### src/rtl/sml_pkg.sv
/*
 * Shared constants, types and register map of the strap and status block.
 * Assumes a single 250 MHz clock and straps that are synchronous to it.
 */
`default_nettype none
package sml_pkg;
   localparam int CLK_PERIOD_NS = 4;
   localparam int BLINK_PERIOD_NS = 1_000_000_000;
   localparam int BLINK_HALF_CYCLES = BLINK_PERIOD_NS / (2 * CLK_PERIOD_NS);
   localparam int SETTLE_NS = 64;
   localparam int SETTLE_CYCLES =
      (SETTLE_NS + CLK_PERIOD_NS - 1) / CLK_PERIOD_NS;
   localparam int SETTLE_W = 5;
   localparam logic [SETTLE_W-1:0] SETTLE_LAST =
      SETTLE_W'(SETTLE_CYCLES - 1);
   localparam int NUM_ERR_FLAGS = 8;
   localparam int ADDR_W = 4;
   localparam int DATA_W = 32;
   localparam logic [ADDR_W-1:0] OFS_CTRL = 4'h0;
   localparam logic [ADDR_W-1:0] OFS_STATUS = 4'h4;
   localparam logic [ADDR_W-1:0] OFS_INT_STAT = 4'h8;
   localparam logic [ADDR_W-1:0] OFS_INT_MASK = 4'hc;
   localparam int CTRL_W = 2;
   localparam int CTRL_LOAD_BIT = 0;
   localparam int CTRL_PWM_BIT = 1;
   localparam logic [CTRL_W-1:0] CTRL_RST = 2'h0;
   localparam int NUM_EV = 4;
   localparam int EV_ERR = 0;
   localparam int EV_BUSOFF = 1;
   localparam int EV_RESTART = 2;
   localparam int EV_CAPTURE = 3;
   localparam logic [NUM_EV-1:0] INT_MASK_RST = 4'h0;
   localparam int ST_MASTER = 0;
   localparam int ST_RATE_LSB = 1;
   localparam int ST_BOOT_LSB = 3;
   localparam int ST_FLASH = 5;
   localparam int ST_RUN = 6;
   localparam int ST_ERR = 7;
   localparam int ST_BUSOFF = 8;

   typedef enum logic [1:0] {
      RATE_125K, RATE_250K, RATE_500K, RATE_1000K
   } sml_rate_t;
   typedef enum logic [1:0] {
      BOOT_PARALLEL, BOOT_SERIAL, BOOT_WAIT, BOOT_QUERY
   } sml_boot_t;
   typedef struct packed {
      logic master;
      sml_rate_t rate;
      sml_boot_t boot;
      logic flash_boot;
   } sml_cfg_t;
   typedef struct packed {
      logic role;
      logic rate_hi;
      logic rate_lo;
      logic boot_a;
      logic boot_b;
   } sml_straps_t;
   typedef struct packed {
      logic [ADDR_W-1:0] addr;
      logic [DATA_W-1:0] wdata;
      logic wr;
      logic rd;
   } sml_bus_req_t;
   typedef struct packed {
      logic blue;
      logic green;
      logic red;
      logic yellow;
   } sml_leds_t;
endpackage : sml_pkg
`default_nettype wire

### src/rtl/sml_blink.sv
/*
 * Free-running square wave used as the common 1 Hz blink phase.
 * Assumes the half period in clock cycles is at least one.
 */
`timescale 1ns/100ps
`default_nettype none
module sml_blink import sml_pkg::*; #(
   parameter int HALF = BLINK_HALF_CYCLES
) (
   // Clock and reset.
   input wire logic sys_clk,
   input wire logic rstn,
   // Blink phase.
   output logic phase
);
   localparam int CW = $clog2(HALF + 1);
   localparam logic [CW-1:0] LAST = CW'(HALF - 1);

   typedef struct packed {
      logic [CW-1:0] cnt;
      logic phase;
   } sml_blink_st_t;

   sml_blink_st_t s, n;

   always_comb begin
      n = s;
      if (s.cnt == LAST) begin
         n.cnt = '0;
         n.phase = ~s.phase;
      end else begin
         n.cnt = s.cnt + 1'b1;
      end
   end

   always_ff @(posedge sys_clk or negedge rstn) begin
      if (!rstn) begin
         s <= '0;
      end else begin
         s <= n;
      end
   end

   assign phase = s.phase;

   property p_half_period;
      @(posedge sys_clk) disable iff (!rstn)
      (s.cnt == LAST) |=> (s.phase != $past(s.phase));
   endproperty
   a_half_period: assert property (p_half_period)
      else $error("blink phase missed its toggle");
endmodule : sml_blink
`default_nettype wire

### src/rtl/sml_rst_seq.sv
/*
 * Holds the processor in reset while the wired reset line is low, then
 * samples the straps once and releases it.
 * Assumes the line level is already synchronous to sys_clk.
 */
`timescale 1ns/100ps
`default_nettype none
module sml_rst_seq import sml_pkg::*; (
   // Clock and reset.
   input wire logic sys_clk,
   input wire logic rstn,
   // Board side.
   input wire logic rst_line,
   input wire sml_straps_t straps,
   // Processor side.
   output logic proc_rst_n,
   output sml_cfg_t cfg,
   output logic restart,
   output logic captured
);
   typedef enum logic [1:0] {
      ST_HOLD, ST_SETTLE, ST_CAPTURE, ST_RUN
   } sml_seq_t;
   typedef struct packed {
      sml_seq_t st;
      logic [SETTLE_W-1:0] cnt;
      sml_cfg_t cfg;
      logic proc_rst_n;
      logic restart;
      logic captured;
   } sml_seq_st_t;

   sml_seq_st_t s, n;

   function automatic sml_cfg_t decode(input sml_straps_t p);
      sml_cfg_t c;
      c.master = p.role;
      unique case ({p.rate_hi, p.rate_lo})
         2'h0: c.rate = RATE_125K;
         2'h1: c.rate = RATE_250K;
         2'h2: c.rate = RATE_500K;
         2'h3: c.rate = RATE_1000K;
      endcase
      unique case ({p.boot_a, p.boot_b})
         2'h0: c.boot = BOOT_PARALLEL;
         2'h1: c.boot = BOOT_SERIAL;
         2'h2: c.boot = BOOT_WAIT;
         2'h3: c.boot = BOOT_QUERY;
      endcase
      c.flash_boot = (c.boot == BOOT_QUERY);
      return c;
   endfunction : decode

   always_comb begin
      n = s;
      n.restart = 1'b0;
      n.captured = 1'b0;
      unique case (s.st)
         ST_HOLD: begin
            n.proc_rst_n = 1'b0;
            if (rst_line) begin
               n.st = ST_SETTLE;
               n.cnt = '0;
            end
         end
         ST_SETTLE: begin
            if (!rst_line) begin
               n.st = ST_HOLD;
            end else if (s.cnt == SETTLE_LAST) begin
               n.st = ST_CAPTURE;
            end else begin
               n.cnt = s.cnt + 1'b1;
            end
         end
         ST_CAPTURE: begin
            if (!rst_line) begin
               n.st = ST_HOLD;
            end else begin
               n.cfg = decode(straps);
               n.captured = 1'b1;
               n.proc_rst_n = 1'b1;
               n.st = ST_RUN;
            end
         end
         ST_RUN: begin
            if (!rst_line) begin
               n.st = ST_HOLD;
               n.proc_rst_n = 1'b0;
               n.restart = 1'b1;
            end
         end
      endcase
   end

   always_ff @(posedge sys_clk or negedge rstn) begin
      if (!rstn) begin
         s <= '0;
      end else begin
         s <= n;
      end
   end

   assign proc_rst_n = s.proc_rst_n;
   assign cfg = s.cfg;
   assign restart = s.restart;
   assign captured = s.captured;

   property p_line_holds;
      @(posedge sys_clk) disable iff (!rstn)
      !rst_line |=> !proc_rst_n && (s.st == ST_HOLD);
   endproperty
   a_line_holds: assert property (p_line_holds)
      else $error("processor left reset while line low");

   property p_restart;
      @(posedge sys_clk) disable iff (!rstn)
      (s.st == ST_RUN) && !rst_line |=> restart && !proc_rst_n;
   endproperty
   a_restart: assert property (p_restart)
      else $error("line low did not restart processor");

   property p_cfg_held;
      @(posedge sys_clk) disable iff (!rstn)
      proc_rst_n && $past(proc_rst_n) |-> $stable(cfg);
   endproperty
   a_cfg_held: assert property (p_cfg_held)
      else $error("strap capture changed while running");

   property p_role;
      @(posedge sys_clk) disable iff (!rstn)
      (s.st == ST_CAPTURE) && rst_line
         |=> captured && (cfg.master == $past(straps.role));
   endproperty
   a_role: assert property (p_role)
      else $error("role not taken from strap");

   property p_rate;
      @(posedge sys_clk) disable iff (!rstn)
      (s.st == ST_CAPTURE) && rst_line |=>
         ((cfg.rate == RATE_1000K) ==
          ($past(straps.rate_hi) && $past(straps.rate_lo))) &&
         ((cfg.rate == RATE_125K) ==
          (!$past(straps.rate_hi) && !$past(straps.rate_lo)));
   endproperty
   a_rate: assert property (p_rate)
      else $error("bit rate decode wrong");

   property p_boot;
      @(posedge sys_clk) disable iff (!rstn)
      (s.st == ST_CAPTURE) && rst_line |=>
         ((cfg.boot == BOOT_QUERY) ==
          ($past(straps.boot_a) && $past(straps.boot_b)));
   endproperty
   a_boot: assert property (p_boot)
      else $error("boot mode decode wrong");

   property p_flash;
      @(posedge sys_clk) disable iff (!rstn)
      proc_rst_n && (cfg.boot == BOOT_QUERY) |-> cfg.flash_boot;
   endproperty
   a_flash: assert property (p_flash)
      else $error("mode-query boot not from flash");

   c_master: cover property (@(posedge sys_clk) disable iff (!rstn)
      captured && cfg.master);
   c_restart: cover property (@(posedge sys_clk) disable iff (!rstn)
      restart);
endmodule : sml_rst_seq
`default_nettype wire

### src/rtl/sml_top.sv
/*
 * Board control block: reset hold and strap capture, status indicators,
 * dummy load and regulator mode, with a small register port and interrupt.
 * Assumes all inputs are synchronous to sys_clk.
 */
`timescale 1ns/100ps
`default_nettype none
module sml_top import sml_pkg::*; #(
   parameter int BLINK_HALF = BLINK_HALF_CYCLES,
   parameter int NUM_ERR = NUM_ERR_FLAGS
) (
   // Clock and reset.
   input wire logic sys_clk,
   input wire logic rstn,
   // Register port.
   input wire sml_bus_req_t bus_req,
   output logic [DATA_W-1:0] rd_data,
   output logic irq,
   // Straps and wired reset line.
   input wire sml_straps_t straps,
   input wire logic rst_line,
   // CAN controller status.
   input wire logic [NUM_ERR-1:0] can_err_flags,
   input wire logic can_bus_off,
   input wire logic core_alive,
   // Processor side.
   output logic processor_reset_n,
   output sml_cfg_t node_cfg,
   output logic can_initiate,
   // Board outputs.
   output sml_leds_t leds,
   output logic dummy_load_enable,
   output logic reg_mode_pwm
);
   typedef struct packed {
      logic [CTRL_W-1:0] ctrl;
      logic [NUM_EV-1:0] int_stat;
      logic [NUM_EV-1:0] int_mask;
      logic [DATA_W-1:0] rd_data;
      logic irq;
      sml_leds_t leds;
      logic can_initiate;
      logic err_seen;
      logic busoff_seen;
   } sml_top_st_t;

   sml_top_st_t s, n;
   logic phase;
   logic restart;
   logic captured;
   logic err_any;
   logic run;
   logic [NUM_EV-1:0] ev;
   logic [DATA_W-1:0] status_word;
   logic [DATA_W-1:0] rd_mux;

   // Reset hold and strap capture.
   sml_rst_seq u_seq (
      .sys_clk(sys_clk),
      .rstn(rstn),
      .rst_line(rst_line),
      .straps(straps),
      .proc_rst_n(processor_reset_n),
      .cfg(node_cfg),
      .restart(restart),
      .captured(captured)
   );

   // Common blink phase for all indicators.
   sml_blink #(
      .HALF(BLINK_HALF)
   ) u_blink (
      .sys_clk(sys_clk),
      .rstn(rstn),
      .phase(phase)
   );

   assign err_any = |can_err_flags;
   assign run = processor_reset_n;

   // Events that raise sticky status bits.
   always_comb begin
      ev = '0;
      ev[EV_ERR] = err_any & ~s.err_seen;
      ev[EV_BUSOFF] = can_bus_off & ~s.busoff_seen;
      ev[EV_RESTART] = restart;
      ev[EV_CAPTURE] = captured;
   end

   // Live state as seen by software.
   always_comb begin
      status_word = '0;
      status_word[ST_MASTER] = node_cfg.master;
      status_word[ST_RATE_LSB +: 2] = node_cfg.rate;
      status_word[ST_BOOT_LSB +: 2] = node_cfg.boot;
      status_word[ST_FLASH] = node_cfg.flash_boot;
      status_word[ST_RUN] = run;
      status_word[ST_ERR] = err_any;
      status_word[ST_BUSOFF] = can_bus_off;
   end

   // Read data select; unmapped addresses read as zero.
   always_comb begin
      rd_mux = '0;
      unique case (bus_req.addr)
         OFS_CTRL: rd_mux[CTRL_W-1:0] = s.ctrl;
         OFS_STATUS: rd_mux = status_word;
         OFS_INT_STAT: rd_mux[NUM_EV-1:0] = s.int_stat;
         OFS_INT_MASK: rd_mux[NUM_EV-1:0] = s.int_mask;
         default: rd_mux = '0;
      endcase
   end

   always_comb begin
      n = s;
      n.err_seen = err_any;
      n.busoff_seen = can_bus_off;
      n.rd_data = '0;
      if (bus_req.wr) begin
         unique case (bus_req.addr)
            OFS_CTRL: n.ctrl = bus_req.wdata[CTRL_W-1:0];
            OFS_INT_STAT:
               n.int_stat = s.int_stat & ~bus_req.wdata[NUM_EV-1:0];
            OFS_INT_MASK: n.int_mask = bus_req.wdata[NUM_EV-1:0];
            default: n.ctrl = s.ctrl;
         endcase
      end
      // A new event wins over a clear in the same cycle.
      n.int_stat = n.int_stat | ev;
      if (bus_req.rd) begin
         n.rd_data = rd_mux;
      end
      n.irq = |(n.int_stat & n.int_mask);
      n.leds.blue = phase & err_any;
      n.leds.green = phase & can_bus_off;
      n.leds.red = phase & run & core_alive;
      n.leds.yellow = phase & run & node_cfg.master;
      n.can_initiate = run & node_cfg.master;
   end

   always_ff @(posedge sys_clk or negedge rstn) begin
      if (!rstn) begin
         s <= '0;
         s.ctrl <= CTRL_RST;
         s.int_mask <= INT_MASK_RST;
      end else begin
         s <= n;
      end
   end

   assign rd_data = s.rd_data;
   assign irq = s.irq;
   assign leds = s.leds;
   assign can_initiate = s.can_initiate;
   assign dummy_load_enable = s.ctrl[CTRL_LOAD_BIT];
   assign reg_mode_pwm = s.ctrl[CTRL_PWM_BIT];

   property p_blue_on;
      @(posedge sys_clk) disable iff (!rstn)
      err_any && phase |=> leds.blue;
   endproperty
   a_blue_on: assert property (p_blue_on)
      else $error("blue off during error");

   property p_blue_off;
      @(posedge sys_clk) disable iff (!rstn)
      !err_any |=> !leds.blue;
   endproperty
   a_blue_off: assert property (p_blue_off)
      else $error("blue lit without error");

   property p_green;
      @(posedge sys_clk) disable iff (!rstn)
      (can_bus_off && phase |=> leds.green) and
      (!can_bus_off |=> !leds.green);
   endproperty
   a_green: assert property (p_green)
      else $error("green does not follow bus-off");

   property p_red;
      @(posedge sys_clk) disable iff (!rstn)
      leds.red |-> $past(run) && $past(core_alive) && $past(phase);
   endproperty
   a_red: assert property (p_red)
      else $error("heartbeat lit while not running");

   property p_master;
      @(posedge sys_clk) disable iff (!rstn)
      (leds.yellow || can_initiate) |->
         $past(node_cfg.master) && $past(run);
   endproperty
   a_master: assert property (p_master)
      else $error("master indication without master role");

   property p_load;
      @(posedge sys_clk) disable iff (!rstn)
      bus_req.wr && (bus_req.addr == OFS_CTRL) |=>
         dummy_load_enable == $past(bus_req.wdata[CTRL_LOAD_BIT]);
   endproperty
   a_load: assert property (p_load)
      else $error("dummy load did not follow write");

   property p_pwm;
      @(posedge sys_clk) disable iff (!rstn)
      bus_req.wr && (bus_req.addr == OFS_CTRL) |=>
         reg_mode_pwm == $past(bus_req.wdata[CTRL_PWM_BIT]);
   endproperty
   a_pwm: assert property (p_pwm)
      else $error("regulator mode did not follow write");

   property p_set_wins;
      @(posedge sys_clk) disable iff (!rstn)
      ev[EV_ERR] |=> s.int_stat[EV_ERR];
   endproperty
   a_set_wins: assert property (p_set_wins)
      else $error("error event lost");

   property p_rd_zero;
      @(posedge sys_clk) disable iff (!rstn)
      !bus_req.rd |=> (rd_data == '0);
   endproperty
   a_rd_zero: assert property (p_rd_zero)
      else $error("read data outside its cycle");

   c_green: cover property (@(posedge sys_clk) disable iff (!rstn)
      leds.green);
   c_irq: cover property (@(posedge sys_clk) disable iff (!rstn)
      $rose(irq));
   c_yellow: cover property (@(posedge sys_clk) disable iff (!rstn)
      leds.yellow);
endmodule : sml_top
`default_nettype wire

### config.mk
export PLATFORM = sky130hd
export DESIGN_NAME = sml_top
export DESIGN_NICKNAME = d
export VERILOG_FILES = /design/src/rtl/sml_pkg.sv /design/src/rtl/sml_blink.sv /design/src/rtl/sml_rst_seq.sv /design/src/rtl/sml_top.sv
export SDC_FILE = /design/constraint.sdc
export NUM_CORES = 1
export LEC_CHECK = 0
export ABC_CLOCK_PERIOD_IN_PS = 1750
export BUFFER_PORTS_ARGS = -buffer_cell sky130_fd_sc_hd__buf_4
export CORE_UTILIZATION = 47
export DETAILED_ROUTE_END_ITERATION = 12
export PLACE_DENSITY = 0.76
export SLEW_MARGIN = 20
export SYNTH_ARGS = -nofsm -noshare
export SYNTH_HDL_FRONTEND = slang
export SYNTH_SLANG_ARGS = --single-unit
### constraint.sdc
create_clock -name sys_clk -period 1.75 [get_ports sys_clk]
set_input_delay 0.0875 -clock sys_clk [delete_from_list [all_inputs] [get_ports sys_clk]]
set_output_delay 0.0875 -clock sys_clk [all_outputs]
set_load 0.01 [all_outputs]
Word level (Yosys, flattened, before mapping)

Index checks and enable logic that the tools add are counted.

Bitwise gates (word level): 15
Add/subtract/negate cells: 2
Reductions and logical operators: 13
Equality and inequality tests: 21
Multiplexer cells: 27

Operators with widths:

| cell                                                             | number |
|---|---|
| 32-bit 2-to-1 mux                                                | 1 |
| 2-bit one-hot mux with 4 select lines                            | 4 |
| 27-bit by 1-bit adder with 27-bit output (second input constant) | 1 |
| 27-bit == test (second input constant)                           | 1 |
| 27-bit 2-to-1 mux                                                | 1 |
| 5-bit 2-to-1 mux                                                 | 3 |
| 2-bit == test (second input constant)                            | 7 |
| 2-bit 2-to-1 mux                                                 | 7 |
| 2-bit != test (second input constant)                            | 5 |
| 5-bit one-hot mux with 2 select lines                            | 1 |
| 1-bit bitwise AND                                                | 8 |
| 4-bit bitwise AND                                                | 2 |
| 4-bit == test (second input constant)                            | 2 |
| 4-bit 2-to-1 mux                                                 | 2 |
| 8-bit 2-to-1 mux                                                 | 1 |
| 8-bit OR reduction                                               | 1 |
| 7-bit 2-to-1 mux                                                 | 1 |
| 2-bit by 1-bit == test with 1-bit output (second input constant) | 3 |
| 2-bit logical NOT                                                | 3 |
| 2-bit one-hot mux with 3 select lines                            | 1 |
| 3-bit AND reduction                                              | 2 |
| 5-bit by 1-bit adder with 5-bit output (second input constant)   | 1 |
| 5-bit by 4-bit == test with 1-bit output (second input constant) | 1 |
| 4-bit by 3-bit == test with 1-bit output (second input constant) | 1 |
| other kinds (12)                                                 | 18 |

Output and inout port bits: 47
Logic and storage cells: 101
Bits in registers: 94
Input port bits: 56

Depth between registers and ports, before layout

Gate-level depths: netlist of the first run.

Word-level depth: 7
Gate-level depth with buffers: 7
Gate-level depth less buffers: 7

Cells and area by module

A second synthesis of the first run with hierarchy kept.

Cells, all modules: 340
Area total of the unflattened synthesis: 3597.2 µm²

Modules (own cells, without submodules):

| module      | area an instance (µm²) | cells each | instances | sequential area each (µm²) |
|---|---|---|---|---|
| sml_blink   | 1426.4                 | 142        | 1         | 700.7 |
| sml_top     | 1412.6                 | 133        | 1         | 675.6 |
| sml_rst_seq | 758.2                  | 65         | 1         | 400.4 |

Worst setup path after synthesis of the first run

No wires, ideal clock.

Kind: register to register
Start point: register u_seq.s[9] in the netlist's numbering
End point: register u_seq.s[12] in the netlist's numbering
Required time: 1.629 ns
Arrival time: 1.546 ns
Cell stages (with the launch flop): 7
Buffers on the path: 0
Slack: 0.083 ns
Setup time: 0.121 ns
Path through: dfrtp_1 ha_1 and3_1 ha_1 nand4b_1 a21o_1 a22o_1

Word-level cells in the longest chain between the ends: 4

RTL lines:

| element                                | line              | RTL |
|---|---|---|
| start, declared                        | sml_rst_seq.sv:33 | `sml_seq_st_t s, n;` |
| start signal, assigned                 | sml_rst_seq.sv:99 | `s <= n;` |
| 5-bit by 1-bit adder with 5-bit output | sml_rst_seq.sv:72 | `n.cnt = s.cnt + 1'b1;` |
| 5-bit 2-to-1 mux                       | sml_rst_seq.sv:69 | `end else if (s.cnt == SETTLE_LAST) begin` |
| 5-bit 2-to-1 mux                       | sml_rst_seq.sv:67 | `if (!rst_line) begin` |
| 5-bit one-hot mux with 2 select lines  | sml_rst_seq.sv:58 | `unique case (s.st)` |

Several ways; a longest one is shown, not always the timed one. The select of a mux whose other input is x is not followed.
A chain may end at the register's enable or synchronous reset.

Worst setup path after layout of the first run

Start point: register u_seq.s[10] in the netlist's numbering
End point: register u_seq.s[12] in the netlist's numbering

The elaborated chain is that of the path after synthesis.

==> results of run 1 <==
## layout make-up
cell class,count,area share (%)
inverters,8,0.689
flip-flops and latches,71,40.8
clock inverters,6,2.67
repair buffers,77,14.6
multi-input cells,235,35.5
well taps,99,2.84
clock buffers,10,2.93
## worst max-delay path by stage
stage / end / from / slack, ps
floorplan: u_seq.s[12]$_DFFE_PN0P_ / u_seq.s[9]$_DFFE_PN0P_ / 80
global placement: u_seq.s[12]$_DFFE_PN0P_ / u_seq.s[10]$_DFFE_PN0P_ / 50
detailed placement: u_seq.s[12]$_DFFE_PN0P_ / u_seq.s[10]$_DFFE_PN0P_ / -40
CTS: u_blink.s[23]$_DFF_PN0_ / u_blink.s[2]$_DFF_PN0_ / 20
global route: u_seq.s[12]$_DFFE_PN0P_ / u_seq.s[9]$_DFFE_PN0P_ / 10
finish: u_seq.s[12]$_DFFE_PN0P_ / u_seq.s[10]$_DFFE_PN0P_ / 40
## sequential cells by signal, summed over array words and instances, names as in the netlist
signal             cells
u_blink.s             27
s                     10
rd_data                9
u_seq.s                7
u_seq.cfg              6
leds                   4
can_initiate           1
dummy_load_enable      1
irq                    1
reg_mode_pwm           1
u_blink.phase          1
u_seq.captured         1
u_seq.proc_rst_n       1
u_seq.restart          1
## cells in the final DEF, fill, tap and decap left out, drive strengths merged, types with 4 or more instances in the layout
cell and instances:
o21ai 11, and3 13, mux2 6, and2 12, dlygate4sd3 11, buf 66, nand2 32, inv 9
and4 7, xor2 12, o22ai 4, or2 4, clkbuf 10, dfrtp 71, nand3 14, a22o 4
nand4 10, xnor2 7, conb 23, nor2 17, or3 4, a21oi 12
## power by group through the flow
stage                     clock network, mW  registers, mW  logic [mW]
after floorplan                           0           1.81       0.243
after global placement                    0           1.82       0.361
after detailed placement                  0           1.82       0.374
after CTS                              1.62           1.79       0.399
after global routing                   1.70           1.80       0.452
final                                  1.60           1.79       0.402
## worst reg2reg max path, cell delays in order, from the launching register on
cell	delay, ps
dfrtp_1	400
ha_1	220
and3_4	200
ha_4	170
nand4b_1	230
a21o_1	210
a22o_1	180
## layer usage
layer	up-vias	track usage (%)	wire, um	part of all wire, %
li1	1255	-	-	-
met1	1315	23.2	3220	44
met3	15	3.29	364	5.0
met5	-	0	0	0
met4	0	8.95	139	1.9
met2	91	32.7	3600	49
## cells by family (layout without fill, tap and decap cells)
family / Yosys count / count (layout) / share of synthesized area [%]
AO/OA/AOI/OAI: 49 / 49 / 8.67
XOR/XNOR: 19 / 19 / 4.61
adder cells (fa/ha/maj): 3 / 3 / 1.04
buffers and inverters: 60 / 101 / 11.4
flip-flops: 71 / 71 / 49.3
multiplexers: 8 / 8 / 3.12
other: 1 / 23 / 0.104
AND/OR/NAND/NOR: 133 / 133 / 21.8
## what timing repair did
| action | CTS | global route |
|---|---|---|
| hold buffers | 10 | 1 |
| pin swaps | 0 | 2 |
| resized for setup | 2 | 9 |
| setup endpoints to repair | 2 | 6 |
| hold endpoints to repair | 48 | 1 |
| setup buffers | 2 | 1 |
==> flow_metrics.py, run 1 <==
metrics = {
    "yosys": {
        "synthFlopType": "dfrtp_1",
        "netlist.area_leader.share_pct": 49.3,
        "synth_cell_type_count": 53,
        "synth-seq-cells": 71,
        "synth-edff-count": 0,
        "yosys_warnings": 0,
        "synth_seq_area_share_pct": 49.3,
        "syn-mean-instance-area_um2": 10.5,
        "synthCells": 344,
        "synth.cell_area_um2": 3610,
        "synth.top_cells.by_count": "dfrtp_1, buf_4, nand2_1",
        "yosysMostFrequentCell": "dfrtp_1",
        "yosys.area.top_type": "dfrtp_1",
        "synthTopCellsByArea": "dfrtp_1, buf_4, nand2_1",
        "ys_async_sr_fraction_pct": 100,
    },
    "critical_path": {
        "r2r-start": "u_seq.s[10]$_DFFE_PN0P_",
        "cp.depth": 6,
        "critPathArrivalTime_ps": 1940,
        "path_delay_family": "simple AND/OR/NAND/NOR gates",
        "rr_worst_depth": 6,
        "worst_path_max_delay_cell": "dfrtp_1",
        "critical_path_required_ps": 1980,
        "cp_max_fo": 5,
        "criticalPathCategory": "flip-flop to flip-flop",
        "cp-end-kind": "flip-flop",
        "r2r_slack_ps": 40,
        "path_buf_inv": 0,
        "worstReg2RegEnd": "u_seq.s[12]$_DFFE_PN0P_",
        "cp_cell_sequence": "ha_1 -> and3_4 -> ha_4 -> nand4b_1 -> a21o_1 -> a22o_1",
        "crit_path_start_kind": "flip-flop",
        "slowest_delay_ps": 400,
    },
    "grt": {
        "grt_pass1_vias": 2545,
        "antenna_found_initial": 0,
        "grt_util_all_layers_pct": 19.0,
        "grt.overflow.total": 0,
        "grt_pass1_wl_um": 11500,
        "grt_max_degree": 37,
    },
    "detailed_routing": {
        "first_pass_iters": 4,
        "via_per_inst": 5.29,
        "ant_nets": 0,
        "drcViolationCount": 0,
        "wl_per_cell_um": 14.5,
        "detail_route.iter0.violations": 97,
        "vias": 2676,
        "drt_wl_total_um": 7320,
    },
    "timing": {
        "worstMarginPinSlew_ps": 535,
        "maxSlewHeadroom_pct": 64.0,
        "worst_slack_ps": 40.8,
        "min_period_ps": 1710,
        "finalSetupViolations": 0,
        "rsz0062_at_grt": "no",
        "max_clock_freq_mhz": 585,
        "hold_slack_ps": 11.1,
        "setup_tns_ps": 0,
        "drv_slew": 0,
        "hold_violations": 0,
        "fin_skew_ps": 10.4,
        "period_share_pct": 97.7,
    },
    "pwr": {
        "p_total_mw": 3.79,
        "power_density_nw_per_um2": 871,
        "intPower_mw": 2.89,
        "leakage_nw": 2.14,
        "p_switching_mw": 0.903,
        "seq_power_share_pct": 47.2,
        "irDropWorstVdd_v": 0.000380,
        "netSwitchingFraction_pct": 23.8,
        "power_frac_comb_pct": 10.6,
        "p_clk_share_pct": 42.2,
    },
    "cells_and_area": {
        "layoutNonFillerInstCount": 506,
        "fill_cells": 603,
        "nets": 461,
        "multi_input_area_um2": 1550,
        "final_core_util_pct": 59.4,
        "synthToLayoutAreaGrowth_pct": 20.8,
        "drive_above_1_share_pct": 27.5,
        "num_antenna_cells": 0,
        "register_area_um2": 1780,
        "final_area_um2": 4360,
    },
    "place": {
        "post-place-cells": 476,
        "place_area_um2": 3930,
        "hpwl_um": 5020,
        "place_ws_ps": -42.0,
        "gp_congestion": 0.825,
        "portBuffers": 51,
    },
    "floorplan": {
        "core_um2": 7330,
        "die_x_um": 89.6,
        "row_count": 31,
        "die_area_um2": 8030,
        "die_h_um": 89.6,
        "start_util_pct": 49.2,
        "io_pins": 103,
    },
    "status": {
        "outcome": "finished clean",
    },
    "clock_network": {
        "cts.path.max_buffers": 2,
        "cts.sinks": 71,
        "cts_root_buf": "clkbuf_8",
        "clk_latency_ps": 340,
        "cts_inserted_buffers": 9,
        "cts_tree": "done",
        "clk_pin_slew_ps": 80,
        "htreeDepth": 3,
    },
    "hold_path": {
        "min_to": "s[43]$_DFF_PN0_",
        "min_from": "bus_req[5]",
        "worstHoldPathType": "primary input to flip-flop",
        "min_delay_path_depth": 2,
    },
    "job": {
        "maxCapViolations": 0,
    },
}
No activity file was read; power rests on OpenSTA's default activity.
==> inputs of run 2 (changes only) <==
--- a/config.mk
+++ b/config.mk
@@ -10,6 +10,7 @@
 export CORE_UTILIZATION = 47
 export DETAILED_ROUTE_END_ITERATION = 12
 export PLACE_DENSITY = 0.76
+export RECOVER_POWER = 50
 export SLEW_MARGIN = 20
 export SYNTH_ARGS = -nofsm -noshare
 export SYNTH_HDL_FRONTEND = slang
==> flow_metrics.py, run 2 (synthesis results as in run 1) <==
metrics = {
    "status": {
        "outcome": "finished clean",
    },
    "timing": {
        "max_clock_freq_mhz": 586,
        "period_share_pct": 97.6,
        "worstMarginPinSlew_ps": 944,
        "finalSetupViolations": 0,
        "hold_violations": 0,
        "worst_slack_ps": 42.4,
        "rsz0062_at_grt": "no",
        "fin_skew_ps": 9.14,
        "min_period_ps": 1710,
        "maxSlewHeadroom_pct": 37.1,
        "drv_slew": 0,
    },
    "critical_path": {
        "path_delay_family": "simple AND/OR/NAND/NOR gates",
        "critPathArrivalTime_ps": 1940,
        "critical_path_required_ps": 1980,
        "crit_path_start_kind": "flip-flop",
        "path_buf_inv": 0,
        "cp-end-kind": "flip-flop",
        "criticalPathCategory": "flip-flop to flip-flop",
        "cp_cell_sequence": "ha_1 -> and3_4 -> ha_4 -> nand4b_1 -> a21o_1 -> a22o_1",
        "worst_path_max_delay_cell": "dfrtp_1",
        "cp_max_fo": 5,
        "slowest_delay_ps": 400,
    },
    "floorplan": {
        "core_um2": 7330,
        "die_h_um": 89.6,
        "die_area_um2": 8030,
        "io_pins": 103,
        "row_count": 31,
        "die_x_um": 89.6,
        "start_util_pct": 49.2,
    },
    "clock_network": {
        "cts_tree": "done",
        "cts.sinks": 71,
        "clk_pin_slew_ps": 80,
        "cts.path.max_buffers": 2,
        "clk_latency_ps": 340,
        "cts_inserted_buffers": 9,
        "htreeDepth": 3,
        "cts_root_buf": "clkbuf_8",
    },
    "cells_and_area": {
        "drive_above_1_share_pct": 27.0,
        "fill_cells": 606,
        "multi_input_area_um2": 1550,
        "final_common_cell": "dfrtp_1",
        "layout_common_cells": "dfrtp_1, buf_4, nand2_1",
        "largest_reg_flops": 27,
        "nets": 461,
        "synthToLayoutAreaGrowth_pct": 20.6,
        "register_area_um2": 1780,
        "num_antenna_cells": 0,
        "final_area_um2": 4350,
        "top_register": "u_blink.s",
    },
    "place": {
        "place_ws_ps": -42.0,
        "hpwl_um": 5020,
        "portBuffers": 51,
        "gp_congestion": 0.825,
        "place_area_um2": 3930,
    },
    "pwr": {
        "seq_power_share_pct": 47.3,
        "power_density_nw_per_um2": 871,
        "leakage_nw": 2.14,
        "irDropWorstVdd_v": 0.000378,
        "intPower_mw": 2.89,
        "p_switching_mw": 0.899,
        "netSwitchingFraction_pct": 23.7,
        "p_clk_share_pct": 42.1,
        "power_frac_comb_pct": 10.6,
    },
    "detailed_routing": {
        "first_pass_iters": 4,
        "ant_nets": 0,
        "drcViolationCount": 0,
        "drt_wl_total_um": 7300,
        "detail_route.iter0.violations": 88,
        "wl_per_cell_um": 14.4,
        "via_per_inst": 5.27,
        "vias": 2669,
    },
    "grt": {
        "grt.overflow.total": 0,
        "antenna_found_initial": 0,
        "grt_pass1_wl_um": 11500,
        "grt_max_degree": 37,
        "grt_util_all_layers_pct": 19.0,
        "grt_pass1_vias": 2545,
    },
    "job": {
        "maxCapViolations": 0,
    },
    "hold_path": {
        "worstHoldPathType": "primary input to flip-flop",
    },
}
[run 2: cell count changes in the layout (fill, tap and decap cells not counted), sizes merged]
| cell | change |
|---|---|
| buf | -4 |
| clkbuf | +4 |
[run 2: power groups by stage]
stage / sequential (mW) / clock [mW] / combinational [mW]
after detailed placement: 1.82 / 0 / 0.374
after CTS: 1.79 / 1.62 / 0.399
after floorplan: 1.81 / 0 / 0.243
final: 1.79 / 1.59 / 0.400
after global routing: 1.80 / 1.70 / 0.450
after global placement: 1.82 / 0 / 0.361
[run 2: metrics by stage]
stage                     TNS [ps]  util (%)  power (mW)  instances  hold slack [ps]
after floorplan                  0         -        2.05        366             -208
after global placement           0      53.6        2.18        476             70.9
after detailed placement     -57.5      53.6        2.19        476             81.3
after CTS                        0      58.6        3.80        504             1.44
after global routing             0      59.3        3.95        506             9.52
final                            0      59.3        3.79        506             11.4
[run 2: cell type report]
cell class | count | area share [%]
flip-flops and latches | 71 | 40.9
multi-input cells | 235 | 35.6
repair buffers | 77 | 14.4
clock buffers | 10 | 2.93
well taps | 99 | 2.85
clock inverters | 6 | 2.68
inverters | 8 | 0.690
[run 2: repair_timing]
item | CTS | global route
pin swaps | 0 | 2
gates cloned | 0 | 0
gates resized for setup | 2 | 9
hold endpoints to repair | 48 | 1
setup buffers | 2 | 1
setup endpoints to repair | 2 | 6
hold buffers | 10 | 1
[run 2: final timing paths]
path,start,end,slack (ps),cells past startpoint
worst max-delay path,u_seq.s[10]$_DFFE_PN0P_,u_seq.s[12]$_DFFE_PN0P_,40,6
worst min-delay path,bus_req[5],s[43]$_DFF_PN0_,10,2
worst max register to register,u_seq.s[10]$_DFFE_PN0P_,u_seq.s[12]$_DFFE_PN0P_,40,6
worst min register to register,u_seq.restart$_DFF_PN0_,s[46]$_DFF_PN0_,500,1
max in group asynchronous,rstn,u_seq.s[13]$_DFFE_PN0P_,630,3
min in group asynchronous,rstn,irq$_DFF_PN0_,420,2
[run 2: per-layer routing]
metal / wire length [um] / global-route usage (%) / share of wire [%]
met4: 148 / 8.95 / 2.0
met2: 3580 / 32.7 / 49
met3: 351 / 3.29 / 4.8
met1: 3230 / 23.2 / 44
met5: 0 / 0 / 0
==> inputs of run 3 (changes only) <==
--- a/config.mk
+++ b/config.mk
@@ -7,9 +7,11 @@
 export LEC_CHECK = 0
 export ABC_CLOCK_PERIOD_IN_PS = 1750
 export BUFFER_PORTS_ARGS = -buffer_cell sky130_fd_sc_hd__buf_4
-export CORE_UTILIZATION = 47
+export CELL_PAD_IN_SITES_DETAIL_PLACEMENT = 1
+export CELL_PAD_IN_SITES_GLOBAL_PLACEMENT = 2
+export CORE_UTILIZATION = 29
 export DETAILED_ROUTE_END_ITERATION = 12
-export PLACE_DENSITY = 0.76
+export PLACE_DENSITY_LB_ADDON = 0.1
 export RECOVER_POWER = 50
 export SLEW_MARGIN = 20
 export SYNTH_ARGS = -nofsm -noshare
==> flow_metrics.py, run 3 (synthesis results as in run 1) <==
metrics = {
    "cells_and_area": {
        "nets": 471,
        "final_core_util_pct": 37.6,
        "multi_input_area_um2": 1520,
        "drive_above_1_share_pct": 26.9,
        "fill_cells": 1354,
        "synthToLayoutAreaGrowth_pct": 25.6,
        "num_antenna_cells": 0,
        "largest_reg_flops": 27,
        "final_common_cell": "dfrtp_1",
        "register_area_um2": 1780,
        "top_register": "u_blink.s",
        "layout_common_cells": "dfrtp_1, buf_4, nand2_1",
        "final_area_um2": 4530,
    },
    "floorplan": {
        "die_area_um2": 12900,
        "die_h_um": 114,
        "io_pins": 103,
        "start_util_pct": 29.9,
        "row_count": 40,
        "core_um2": 12100,
        "die_x_um": 114,
    },
    "critical_path": {
        "r2r_slack_ps": 70,
        "cp.depth": 6,
        "startpoint": "u_seq.s[9]$_DFFE_PN0P_",
        "path_delay_family": "adder cells",
        "critPathArrivalTime_ps": 1910,
        "cp_cell_sequence": "ha_1 -> and3_1 -> ha_2 -> nand4b_1 -> a21o_1 -> a22o_1",
        "cp_max_fo": 7,
        "endpoint": "u_seq.s[12]$_DFFE_PN0P_",
        "critical_path_required_ps": 1970,
        "crit_path_start_kind": "flip-flop",
        "slowest_delay_ps": 380,
        "cp-end-kind": "flip-flop",
        "r2r-start": "u_seq.s[9]$_DFFE_PN0P_",
        "worst_path_max_delay_cell": "dfrtp_1",
        "rr_worst_depth": 6,
        "path_buf_inv": 0,
        "worstReg2RegEnd": "u_seq.s[12]$_DFFE_PN0P_",
        "criticalPathCategory": "flip-flop to flip-flop",
    },
    "pwr": {
        "p_switching_mw": 0.967,
        "p_clk_share_pct": 45.6,
        "seq_power_share_pct": 44.4,
        "irDropWorstVdd_v": 0.000330,
        "power_frac_comb_pct": 10.0,
        "netSwitchingFraction_pct": 23.9,
        "leakage_nw": 2.20,
        "power_density_nw_per_um2": 891,
        "intPower_mw": 3.07,
    },
    "clock_network": {
        "cts_root_buf": "clkbuf_16",
        "htreeDepth": 3,
        "cts.sinks": 71,
        "cts_inserted_buffers": 9,
        "cts.path.max_buffers": 2,
        "clk_pin_slew_ps": 60,
        "cts_tree": "done",
        "clk_latency_ps": 330,
    },
    "timing": {
        "rsz0062_at_grt": "yes",
        "hold_violations": 0,
        "min_period_ps": 1680,
        "finalSetupViolations": 0,
        "fin_skew_ps": 3.72,
        "period_share_pct": 96.2,
        "maxSlewHeadroom_pct": 50.6,
        "max_clock_freq_mhz": 594,
        "setup_tns_ps": 0,
        "drv_slew": 0,
        "worstMarginPinSlew_ps": 741,
    },
    "detailed_routing": {
        "drt_wl_total_um": 8610,
        "ant_nets": 0,
        "via_per_inst": 4.62,
        "first_pass_iters": 6,
        "vias": 2705,
        "drcViolationCount": 0,
        "wl_per_cell_um": 14.7,
        "detail_route.iter0.violations": 100,
    },
    "place": {
        "portBuffers": 51,
        "hpwl_um": 6190,
        "place_area_um2": 4080,
        "gp_congestion": 0.750,
    },
    "grt": {
        "grt_pass1_wl_um": 14100,
        "grt_max_degree": 60,
        "grt_util_all_layers_pct": 14.3,
        "grt.overflow.total": 0,
        "grt_pass1_vias": 2768,
        "antenna_found_initial": 0,
    },
    "hold_path": {
        "worstHoldPathType": "primary input to flip-flop",
    },
    "job": {
        "maxCapViolations": 0,
    },
    "status": {
        "outcome": "finished clean",
    },
}
[run 3: worst register-to-register path: stages (launching register included)]
cell and delay, ps:
dfrtp_1 380, ha_1 230, and3_1 190, ha_2 210
nand4b_1 210, a21o_1 200, a22o_1 170
[run 3: cell type report]
type / instances / share of cell area, %
flip-flops and latches: 71 / 39.2
multi-input cells: 235 / 33.5
repair buffers: 87 / 15.4
clock buffers: 10 / 5.28
well taps: 168 / 4.64
clock inverters: 6 / 1.33
inverters: 8 / 0.663
[run 3: power by group through the flow]
| stage | logic [mW] | clock network [mW] | registers (mW) |
|---|---|---|---|
| 6_report | 0.403 | 1.84 | 1.79 |
| 4_1_cts | 0.415 | 1.91 | 1.79 |
| 3_3_place_gp | 0.387 | 0 | 1.82 |
| 5_1_grt | 0.450 | 1.98 | 1.81 |
| 2_1_floorplan | 0.243 | 0 | 1.81 |
| 3_5_place_dp | 0.389 | 0 | 1.82 |
[run 3: layer usage]
| layer | part of all wire [%] | routed length (um) | up-vias | GRT usage, % |
|---|---|---|---|---|
| li1 | - | - | 1279 | - |
| met1 | 49 | 4250 | 1349 | 19.6 |
| met2 | 44 | 3790 | 63 | 21.3 |
| met3 | 4.2 | 365 | 14 | 2.87 |
| met4 | 2.4 | 210 | 0 | 7.81 |
| met5 | 0 | 0 | - | 0 |
[run 3: what timing repair did]
item	4_1_cts	5_1_grt
hold buffers	15	0
endpoints found under the setup margin	0	15
buffers inserted	0	0
resized for setup	0	5
endpoints found under the hold margin	84	0
[run 3: how the worst min path moves through the flow]
stage / start / to / slack, ps / depth (start not counted)
global placement: rstn / leds[2]$_DFF_PN0_ / -50 / 1
CTS: bus_req[3] / reg_mode_pwm$_DFFE_PN0P_ / 5 / 2
global route: bus_req[3] / reg_mode_pwm$_DFFE_PN0P_ / 20 / 2
finish: bus_req[3] / reg_mode_pwm$_DFFE_PN0P_ / 30 / 2
floorplan: rstn / can_initiate$_DFF_PN0_ / -210 / 0
detailed placement: rstn / leds[2]$_DFF_PN0_ / -50 / 1
[run 3: through the flow]
stage,hold WS [ps],setup slack [ps],power (mW),instances
2_1_floorplan,-208,83.2,2.05,366
3_3_place_gp,-51.8,32.2,2.21,554
3_5_place_dp,-51.0,4.41,2.21,554
4_1_cts,5.36,4.21,4.12,585
5_1_grt,17.4,-25.5,4.23,585
6_report,28.3,66.8,4.04,585
